## config.mk

```make
export PLATFORM = sky130hd
export DESIGN_NAME = csf_drive_flat
export DESIGN_NICKNAME = d
export VERILOG_FILES = /design/src/rtl/csf_pkg.sv /design/src/rtl/csf_link_if.sv /design/src/rtl/csf_ms_tick.sv /design/src/rtl/csf_drive.sv /design/src/flat_wrapper.sv
export SDC_FILE = /design/constraint.sdc
export NUM_CORES = 2
export LEC_CHECK = 0
export ABC_AREA = 1
export BUFFER_PORTS_ARGS = -buffer_cell sky130_fd_sc_hd__buf_2
export CAP_MARGIN = 10
export CORE_ASPECT_RATIO = 0.7
export CORE_MARGIN = 4
export CORE_UTILIZATION = 57
export CTS_BUF_LIST = sky130_fd_sc_hd__clkbuf_8
export DETAILED_ROUTE_END_ITERATION = 16
export GPL_TIMING_DRIVEN = 0
export PLACE_DENSITY = 0.86
export SYNTH_ARGS = -nofsm -noshare
export SYNTH_HDL_FRONTEND = slang
export SYNTH_SLANG_ARGS = --single-unit
```

## constraint.sdc

```tcl
create_clock -name CORE_CLK -period 28.7 [get_ports CORE_CLK]
set_input_delay 5.74 -clock CORE_CLK [delete_from_list [all_inputs] [get_ports CORE_CLK]]
set_output_delay 5.74 -clock CORE_CLK [all_outputs]
set_load 0.05 [all_outputs]
```

## src/rtl/csf_pkg.sv

```systemverilog
// Shared constants for the cyclic setpoint follower and its controller.
// Assumes one 100 MHz core clock on both ends.
package csf_pkg;
    localparam int CLK_PERIOD_NS = 10;
    localparam int MS_NS         = 1000000;
    localparam int MS_CYCLES_DEF = (MS_NS + CLK_PERIOD_NS - 1) / CLK_PERIOD_NS;
    localparam int DATA_W        = 32;
    localparam int SEL_W         = 4;
    localparam int NUM_SEL       = 15;
    localparam int STAT_W        = 16;

    typedef enum logic [SEL_W-1:0] {
        SEL_MODE    = 4'b0000,
        SEL_TGT_POS = 4'b0001,
        SEL_TGT_VEL = 4'b0010,
        SEL_SWL_MIN = 4'b0011,
        SEL_SWL_MAX = 4'b0100,
        SEL_RNG_MIN = 4'b0101,
        SEL_RNG_MAX = 4'b0110,
        SEL_FE_WIN  = 4'b0111,
        SEL_FE_TMO  = 4'b1000,
        SEL_QS_DEC  = 4'b1001,
        SEL_QS_OPT  = 4'b1010,
        SEL_MAX_SPD = 4'b1011,
        SEL_IP_PER  = 4'b1100,
        SEL_IP_IDX  = 4'b1101,
        SEL_CTRL    = 4'b1110
    } sel_e;

    localparam logic [7:0]        MODE_CSP     = 8'h08;
    localparam logic [7:0]        MODE_CSV     = 8'h09;
    localparam logic [7:0]        TIME_IDX_MS  = 8'hfd;
    localparam logic [7:0]        QS_OPT_COAST = 8'h00;
    localparam int                ST_SYNC      = 8;
    localparam int                ST_LIMIT     = 11;
    localparam int                ST_FOLLOW    = 12;
    localparam int                ST_FERR      = 13;
    localparam int                CTRL_ENABLE  = 0;
    localparam int                CTRL_QSTOP   = 1;

    localparam logic [DATA_W-1:0] RST_ZERO     = 32'h0000_0000;
    localparam logic [DATA_W-1:0] RST_SWL_MIN  = 32'h8000_0000;
    localparam logic [DATA_W-1:0] RST_SWL_MAX  = 32'h7fff_ffff;
    localparam logic [DATA_W-1:0] RST_IP_PER   = 32'h0000_0001;
    localparam logic [DATA_W-1:0] RST_IP_IDX   = 32'hffff_fffd;
    localparam logic [DATA_W-1:0] RST_MAX_SPD  = 32'h0000_0100;
    localparam logic [DATA_W-1:0] ONE          = 32'h0000_0001;

    localparam int                ADDR_W       = 8;
    localparam logic [ADDR_W-1:0] ADDR_STATUS  = 8'h40;
    localparam logic [ADDR_W-1:0] ADDR_POS     = 8'h44;
    localparam logic [ADDR_W-1:0] ADDR_VEL     = 8'h48;
    localparam logic [ADDR_W-1:0] ADDR_FE      = 8'h4c;
endpackage

```

## src/rtl/csf_link_if.sv

```systemverilog
// Link between the motion controller and the drive: parameter writes one way,
// status and actual values the other. Both ends share the core clock.
`timescale 1ns/1ps
interface csf_link_if;
    import csf_pkg::*;
    logic                 wr_valid;
    sel_e                 wr_sel;
    logic [DATA_W-1:0]    wr_data;
    logic [STAT_W-1:0]    status;
    logic [DATA_W-1:0]    pos_act;
    logic [DATA_W-1:0]    vel_act;
    logic [DATA_W-1:0]    fe_act;
    modport drive (input wr_valid, wr_sel, wr_data, output status, pos_act, vel_act, fe_act);
    modport ctl   (output wr_valid, wr_sel, wr_data, input status, pos_act, vel_act, fe_act);
endinterface

```

## src/rtl/csf_ms_tick.sv

```systemverilog
// Millisecond tick generator: one-cycle pulse every CYCLES enabled clocks.
// Assumes the clock enable is high for real time to pass.
`timescale 1ns/1ps
module csf_ms_tick #(
    parameter int CYCLES = 100000
) (
    input  wire logic clk,
    input  wire logic rst_n,
    input  wire logic ce,
    output logic      tick
);
    localparam int CW = $clog2(CYCLES + 1);
    localparam logic [CW-1:0] LAST = CW'(CYCLES - 1);
    logic [CW-1:0] cnt_q;

    if (CYCLES < 1) begin : g_chk
        $error("CYCLES must be at least one");
    end

    always_ff @(posedge clk or negedge rst_n) begin
        if (!rst_n) begin
            cnt_q <= '0;
            tick  <= 1'b0;
        end else if (ce) begin
            tick  <= (cnt_q == LAST);
            cnt_q <= (cnt_q == LAST) ? '0 : cnt_q + 1'b1;
        end
    end
endmodule

```

## src/rtl/csf_drive.sv

```systemverilog
// Drive end: cyclic synchronous position and velocity following.
// Assumes the controller writes one target per cycle over the link.
`timescale 1ns/1ps
module csf_drive
    import csf_pkg::*;
#(
    parameter int MS_CYCLES = MS_CYCLES_DEF
) (
    input  wire logic         CORE_CLK,
    input  wire logic         RST_N,
    input  wire logic         CE,
    csf_link_if.drive         LINK,
    input  wire logic         POS_LIMIT_SW,
    input  wire logic         NEG_LIMIT_SW,
    output logic [DATA_W-1:0] MOTOR_SPEED,
    output logic [DATA_W-1:0] ACTUAL_POS
);
    typedef logic signed [DATA_W-1:0] sw_t;

    logic [DATA_W-1:0] prm_q [NUM_SEL];
    logic              tick;
    logic [DATA_W-1:0] cyc_cnt_q;
    logic              seen_q;
    logic              sync_q;
    logic [DATA_W-1:0] fe_cnt_q;
    sw_t               act_q;
    sw_t               spd_q;
    logic [STAT_W-1:0] status_q;
    logic [DATA_W-1:0] fe_out_q;

    logic              is_csp;
    logic              is_csv;
    logic              ctl_enable;
    logic              ctl_qstop;
    logic              follow;
    logic              period_ok;
    logic              cyc_end;
    logic              tgt_wr;
    sw_t               tgt_pos;
    sw_t               rng_min;
    sw_t               rng_max;
    sw_t               swl_min;
    sw_t               swl_max;
    sw_t               max_spd;
    sw_t               span;
    sw_t               wrapped;
    sw_t               demand;
    sw_t               err;
    sw_t               err_abs;
    sw_t               cmd;
    sw_t               spd_d;
    logic              lim_ex;
    logic              fe_out;

    function automatic sw_t clamp(input sw_t v, input sw_t lo, input sw_t hi);
        clamp = (v > hi) ? hi : ((v < lo) ? lo : v);
    endfunction

    csf_ms_tick #(
        .CYCLES (MS_CYCLES)
    ) u_tick (
        .clk   (CORE_CLK),
        .rst_n (RST_N),
        .ce    (CE),
        .tick  (tick)
    );

    // Parameter store, written by the controller over the link
    always_ff @(posedge CORE_CLK or negedge RST_N) begin
        if (!RST_N) begin
            for (int i = 0; i < NUM_SEL; i++) begin
                prm_q[i] <= RST_ZERO;
            end
            prm_q[SEL_SWL_MIN] <= RST_SWL_MIN;
            prm_q[SEL_SWL_MAX] <= RST_SWL_MAX;
            prm_q[SEL_IP_PER]  <= RST_IP_PER;
            prm_q[SEL_IP_IDX]  <= RST_IP_IDX;
            prm_q[SEL_MAX_SPD] <= RST_MAX_SPD;
        end else if (CE && LINK.wr_valid) begin
            // Targets are absolute: a repeat just stores the same value again
            prm_q[LINK.wr_sel] <= LINK.wr_data;
        end
    end

    assign is_csp     = (prm_q[SEL_MODE][7:0] == MODE_CSP);
    assign is_csv     = (prm_q[SEL_MODE][7:0] == MODE_CSV);
    assign ctl_enable = prm_q[SEL_CTRL][CTRL_ENABLE];
    assign ctl_qstop  = prm_q[SEL_CTRL][CTRL_QSTOP];
    assign tgt_pos    = sw_t'(prm_q[SEL_TGT_POS]);
    assign rng_min    = sw_t'(prm_q[SEL_RNG_MIN]);
    assign rng_max    = sw_t'(prm_q[SEL_RNG_MAX]);
    assign swl_min    = sw_t'(prm_q[SEL_SWL_MIN]);
    assign swl_max    = sw_t'(prm_q[SEL_SWL_MAX]);
    assign max_spd    = sw_t'(prm_q[SEL_MAX_SPD]);

    // Cycle length is period milliseconds; any other time index is unsupported
    assign period_ok = (prm_q[SEL_IP_IDX][7:0] == TIME_IDX_MS)
                       && (prm_q[SEL_IP_PER] != RST_ZERO);
    assign cyc_end   = tick && (cyc_cnt_q + ONE >= prm_q[SEL_IP_PER]);
    assign tgt_wr    = CE && LINK.wr_valid
                       && ((is_csp && LINK.wr_sel == SEL_TGT_POS)
                        || (is_csv && LINK.wr_sel == SEL_TGT_VEL));

    always_ff @(posedge CORE_CLK or negedge RST_N) begin
        if (!RST_N) begin
            cyc_cnt_q <= RST_ZERO;
        end else if (CE && tick) begin
            cyc_cnt_q <= cyc_end ? RST_ZERO : cyc_cnt_q + ONE;
        end
    end

    // Sync holds while each cycle carries at least one target; a write in the
    // closing cycle counts for that cycle
    always_ff @(posedge CORE_CLK or negedge RST_N) begin
        if (!RST_N) begin
            seen_q <= 1'b0;
            sync_q <= 1'b0;
        end else if (CE) begin
            if (cyc_end) begin
                seen_q <= 1'b0;
                sync_q <= period_ok && (seen_q || tgt_wr);
            end else begin
                seen_q <= seen_q || tgt_wr;
                if (!period_ok) begin
                    sync_q <= 1'b0;
                end
            end
        end
    end

    assign follow = (is_csp || is_csv) && sync_q && ctl_enable && !ctl_qstop;

    // Position range wrap, then software limits
    always_comb begin
        span    = rng_max - rng_min;
        wrapped = tgt_pos;
        if (rng_max > rng_min) begin
            if (tgt_pos > rng_max) begin
                wrapped = tgt_pos - span - ONE;
            end else if (tgt_pos < rng_min) begin
                wrapped = tgt_pos + span + ONE;
            end
        end
        lim_ex  = (wrapped > swl_max) || (wrapped < swl_min);
        demand  = clamp(wrapped, swl_min, swl_max);
        err     = demand - act_q;
        err_abs = err[DATA_W-1] ? -err : err;
    end

    // Speed command: no ramp toward the target; the maximum speed bounds it and a limit switch zeroes it in its direction
    always_comb begin
        cmd = RST_ZERO;
        if (follow && is_csp) begin
            cmd = clamp(err, -max_spd, max_spd);
        end else if (follow && is_csv) begin
            cmd = clamp(sw_t'(prm_q[SEL_TGT_VEL]), -max_spd, max_spd);
        end
        if ((POS_LIMIT_SW && cmd > 0) || (NEG_LIMIT_SW && cmd < 0)) begin
            cmd = RST_ZERO;
        end
        spd_d = cmd;
        if (ctl_qstop) begin
            if (prm_q[SEL_QS_OPT][7:0] == QS_OPT_COAST) begin
                spd_d = RST_ZERO;
            end else if (spd_q > sw_t'(prm_q[SEL_QS_DEC])) begin
                spd_d = spd_q - sw_t'(prm_q[SEL_QS_DEC]);
            end else if (spd_q < -sw_t'(prm_q[SEL_QS_DEC])) begin
                spd_d = spd_q + sw_t'(prm_q[SEL_QS_DEC]);
            end else begin
                spd_d = RST_ZERO;
            end
        end
    end

    // Motion integrates once per millisecond
    always_ff @(posedge CORE_CLK or negedge RST_N) begin
        if (!RST_N) begin
            spd_q <= RST_ZERO;
            act_q <= RST_ZERO;
        end else if (CE && tick) begin
            spd_q <= spd_d;
            act_q <= act_q + spd_d;
        end
    end

    // Out-of-window time counted in millisecond ticks, saturating
    always_ff @(posedge CORE_CLK or negedge RST_N) begin
        if (!RST_N) begin
            fe_cnt_q <= RST_ZERO;
        end else if (CE) begin
            if (!is_csp || err_abs <= sw_t'(prm_q[SEL_FE_WIN])) begin
                fe_cnt_q <= RST_ZERO;
            end else if (tick && fe_cnt_q != RST_SWL_MAX) begin
                fe_cnt_q <= fe_cnt_q + ONE;
            end
        end
    end

    assign fe_out = is_csp && (fe_cnt_q > prm_q[SEL_FE_TMO]);

    always_ff @(posedge CORE_CLK or negedge RST_N) begin
        if (!RST_N) begin
            status_q <= '0;
            fe_out_q <= RST_ZERO;
        end else if (CE) begin
            status_q            <= '0;
            status_q[ST_SYNC]   <= sync_q;
            status_q[ST_LIMIT]  <= lim_ex;
            status_q[ST_FOLLOW] <= follow;
            status_q[ST_FERR]   <= fe_out;
            fe_out_q            <= err;
        end
    end

    assign LINK.status  = status_q;
    assign LINK.pos_act = act_q;
    assign LINK.vel_act = spd_q;
    assign LINK.fe_act  = fe_out_q;
    assign MOTOR_SPEED  = spd_q;
    assign ACTUAL_POS   = act_q;
endmodule

```

## src/flat_wrapper.sv

```systemverilog
// flat-port wrapper written by rule: the top's interface ports become plain ports
module csf_drive_flat import csf_pkg::*;
#(
    parameter int MS_CYCLES = MS_CYCLES_DEF
)
  (CORE_CLK, RST_N, CE, POS_LIMIT_SW, NEG_LIMIT_SW, MOTOR_SPEED, ACTUAL_POS, LINK_wr_valid, LINK_wr_sel, LINK_wr_data, LINK_status, LINK_pos_act, LINK_vel_act, LINK_fe_act);
  csf_link_if LINK_i ();
  input  wire logic CORE_CLK;
  input  wire logic RST_N;
  input  wire logic CE;
  input  wire logic POS_LIMIT_SW;
  input  wire logic NEG_LIMIT_SW;
  output logic [DATA_W-1:0] MOTOR_SPEED;
  output logic [DATA_W-1:0] ACTUAL_POS;
  input wire logic [$bits(LINK_i.wr_valid)-1:0] LINK_wr_valid;
  input wire logic [$bits(LINK_i.wr_sel)-1:0] LINK_wr_sel;
  input wire logic [$bits(LINK_i.wr_data)-1:0] LINK_wr_data;
  output wire logic [$bits(LINK_i.status)-1:0] LINK_status;
  output wire logic [$bits(LINK_i.pos_act)-1:0] LINK_pos_act;
  output wire logic [$bits(LINK_i.vel_act)-1:0] LINK_vel_act;
  output wire logic [$bits(LINK_i.fe_act)-1:0] LINK_fe_act;
  assign LINK_i.wr_valid = LINK_wr_valid;
  assign LINK_i.wr_sel = LINK_wr_sel;
  assign LINK_i.wr_data = LINK_wr_data;
  assign LINK_status = LINK_i.status;
  assign LINK_pos_act = LINK_i.pos_act;
  assign LINK_vel_act = LINK_i.vel_act;
  assign LINK_fe_act = LINK_i.fe_act;
  csf_drive #(.MS_CYCLES(MS_CYCLES)) u_core (.CORE_CLK(CORE_CLK), .RST_N(RST_N), .CE(CE), .LINK(LINK_i), .POS_LIMIT_SW(POS_LIMIT_SW), .NEG_LIMIT_SW(NEG_LIMIT_SW), .MOTOR_SPEED(MOTOR_SPEED), .ACTUAL_POS(ACTUAL_POS));
endmodule
```

==> metrics.yaml <==
outcome:
  status: "completed"
critical_path:
  required_ns: 29.32
  slowest_stage: "nor4_1"
  worstSetupStartpoint: "u_core.rng_min[1]"
  cp-end-kind: "flip-flop"
  cp_data_arrival_time_ns: 21.26
  path_max_fanout: 11
  startpoint_type: "flip-flop"
  critPathKind: "reg2reg"
  path_buf_inv: 18
  cp_slowest_stage_delay_ns: 0.62
  r2r-start: "u_core.rng_min[1]"
  critPathMostFrequentCell: "nand2_1"
  critPathTopFamily: "simple AND/OR/NAND/NOR gates"
timing:
  tightest_slew_ns: 1.46
  setup_violations: 0
  finalMaxSlewViolations: 0
  hold_violations: 0
  maxSlewHeadroom: 0.0222
  fin_tns_setup_ns: 0
  finalCritPeriodShare: 0.719
  finClkSkew_ns: 0.0528
  fmax_mhz: 48.4
  setup_ws_ns: 8.06
  rsz0062_at_grt: "false"
  finalCriticalPeriod_ns: 20.64
final_layout:
  seq_area_um2: 14100
  area_delta_synth_final_pct: 10.5
  final_area_um2: 52400
  drive_gt1_frac: 0.0976
  fill_cells: 7180
  largest_register_ffs: 184
  nNetsFinal: 7419
  multi_input_area_um2: 28400
  regMostFlops: "u_core.prm_q"
cts:
  cts_tree: "built"
  clockBufferDepth: 3
  clk_pin_slew_ns: 0.06
  ctsHoldBuffers: 0
  clk_latency_ns: 0.79
  root_buffer: "clkbuf_8"
  clock-sinks: 562
  cts_setup_buffers: 0
  cts_resized: 0
  cts_buffers: 96
  ctsHtreeMaxLevel: 3
min_path:
  worst_hold_path_type: "reg2reg"
  min-delay-start: "u_core.LINK.fe_act[23]"
synthesis:
  ys.flop_type: "dfrtp_1"
  synthesis.area_um2: 47400
  synth_cell_types: 74
  synth-seq-cells: 562
  ys_seq_area_frac: 0.298
  yosysWarnings: 0
  synth_edf_count: 0
  synth_cells: 6423
  avgSynthCellArea_um2: 7.38
  synthArstFlopShare: 1.00
grt:
  grt_pass1_wl_mm: 265
  antenna_found_initial: 15
  grt_pass1_vias: 44400
  grt_usage: 0.387
  grt_overflow: 0
  grt_max_degree: 117
route:
  totalWireLength_mm: 175
  vias: 48200
  drc: 0
  antenna_left: 0
  wl_per_cell_um: 22.1
  drt_first_pass_iters: 7
  post_drt_via_cell_ratio: 6.08
  initialDrtViolationCount: 6422
floorplanning:
  fp.dieH_um: 249
  dieArea_um2: 87900
  io_pins: 218
  start_util: 0.575
  core_um2: 82500
  die_x_um: 353
  rows: 88
placement:
  place_ws_ns: 9.17
  hpwl_mm: 135
  place_area_um2: 50100
  gp_congestion: 1.03
  io_buffers: 205
flow_run:
  drv_cap: 0
## final timing paths
| check | to | slack [ns] | cells past startpoint |
|---|---|---|---|
| hold reg to reg | u_core.LINK.fe_act[23] | 0.48 | 2 |
| min in group asynchronous | u_core.cyc_cnt_q[29] | 4.94 | 1 |
| setup reg to reg | u_core.ACTUAL_POS[28] | 8.06 | 111 |
| hold / removal | u_core.LINK.fe_act[23] | 0.48 | 2 |
| max in group asynchronous | u_core.LINK.vel_act[18] | 22.27 | 3 |
| setup / recovery | u_core.ACTUAL_POS[28] | 8.06 | 111 |
## synth_stat cells, types with 5 or more instances
cell,instances,share of area
fa_1,7,0.0030
a211oi_1,29,0.0046
o211ai_1,91,0.014
nand3_1,171,0.018
o21ai_1,71,0.0075
buf_4,81,0.013
nor4_1,37,0.0049
nor2_1,392,0.031
nand2_2,9,0.0012
inv_2,23,0.0018
a22o_1,19,0.0035
nor3_1,82,0.0087
a221oi_1,7,0.0013
o21a_1,17,0.0027
nand2_1,1279,0.10
nand4_1,66,0.0087
nor2_2,16,0.0021
buf_2,13,0.0014
inv_1,874,0.069
clkinv_1,7,0.00055
a21oi_1,443,0.047
nor3_4,6,0.0021
xor2_1,205,0.038
o221ai_1,15,0.0028
nor4_2,5,0.0013
a21o_1,18,0.0028
clkbuf_1,204,0.016
a21boi_1,10,0.0016
o22ai_1,36,0.0047
o31ai_1,12,0.0019
xnor2_1,41,0.0076
or2_2,11,0.0015
nand3_2,39,0.0082
o21ai_2,7,0.0013
a31oi_1,52,0.0069
o21ai_0,751,0.079
dfrtp_1,521,0.27
o21bai_1,27,0.0043
dfstp_2,41,0.023
ha_1,613,0.16
buf_1,9,0.00071
## layout make-up
| type | instances | area share |
|---|---|---|
| multi-input cells | 4657 | 0.543 |
| flip-flops and latches | 562 | 0.269 |
| inverters | 904 | 0.0648 |
| clock buffers | 121 | 0.0318 |
| plain buffers | 311 | 0.0297 |
| repair buffers | 225 | 0.0258 |
| well taps | 1080 | 0.0258 |
| clock inverters | 57 | 0.00958 |
| diodes | 11 | 0.000526 |
## kinds of logic after synthesis
group,share of synthesized area
AND/OR/NAND/NOR,0.194
other,0.0000791
buffers and inverters,0.104
flip-flops,0.298
multiplexers,0.000422
XOR/XNOR,0.0468
AO/OA/AOI/OAI,0.192
adder cells (fa/ha/maj),0.165
## cells in the final DEF, fill, tap and decap left out, types with 39 or more instances in the layout
master / Yosys / routed
dfrtp_1: 521 / 521
clkbuf_1: 204 / 198
buf_4: 81 / 87
nand4_1: 66 / 66
nor3_1: 82 / 82
a31oi_1: 52 / 52
a21oi_1: 443 / 443
ha_1: 613 / 613
xnor2_1: 41 / 41
nand3_1: 171 / 171
nand3_2: 39 / 39
xor2_1: 205 / 204
inv_1: 874 / 898
buf_2: 13 / 217
o21ai_0: 751 / 751
o211ai_1: 91 / 91
o21ai_1: 71 / 71
nand2_1: 1279 / 1279
nor2_1: 392 / 392
clkbuf_8: 1 / 122
dfstp_2: 41 / 41
## worst register-to-register path: cells and delay by family, from the launching register on
| family | cells | cell delay (ns) |
|---|---|---|
| simple gates | 50 | 7.43 |
| fa+ha+maj | 7 | 2.35 |
| buf+inv | 18 | 2.67 |
| flops | 1 | 0.41 |
| xor+xnor | 4 | 0.74 |
| compound gates | 32 | 6.85 |
## metal layers
metal / wire length, um / track usage / up-vias
met4: 9530 / 0.192 / 8
met5: 52 / 0 / -
li1: - / - / 22000
met3: 26500 / 0.140 / 539
met2: 68700 / 0.529 / 3020
met1: 70600 / 0.536 / 22600
## per-stage QoR
stage / cells / utilization / hold slack [ns]
6_report: 7928 / 0.635 / 0.480
5_1_grt: 7926 / 0.635 / 0.499
4_1_cts: 7908 / 0.634 / 0.483
3_5_place_dp: 7730 / 0.607 / 0.465
3_3_place_gp: 7719 / 0.604 / 0.461
2_1_floorplan: 6434 / - / 0.453
Power is not shown: default switching activity piles up to over one toggle a cycle in this logic, so the estimate is an artifact.
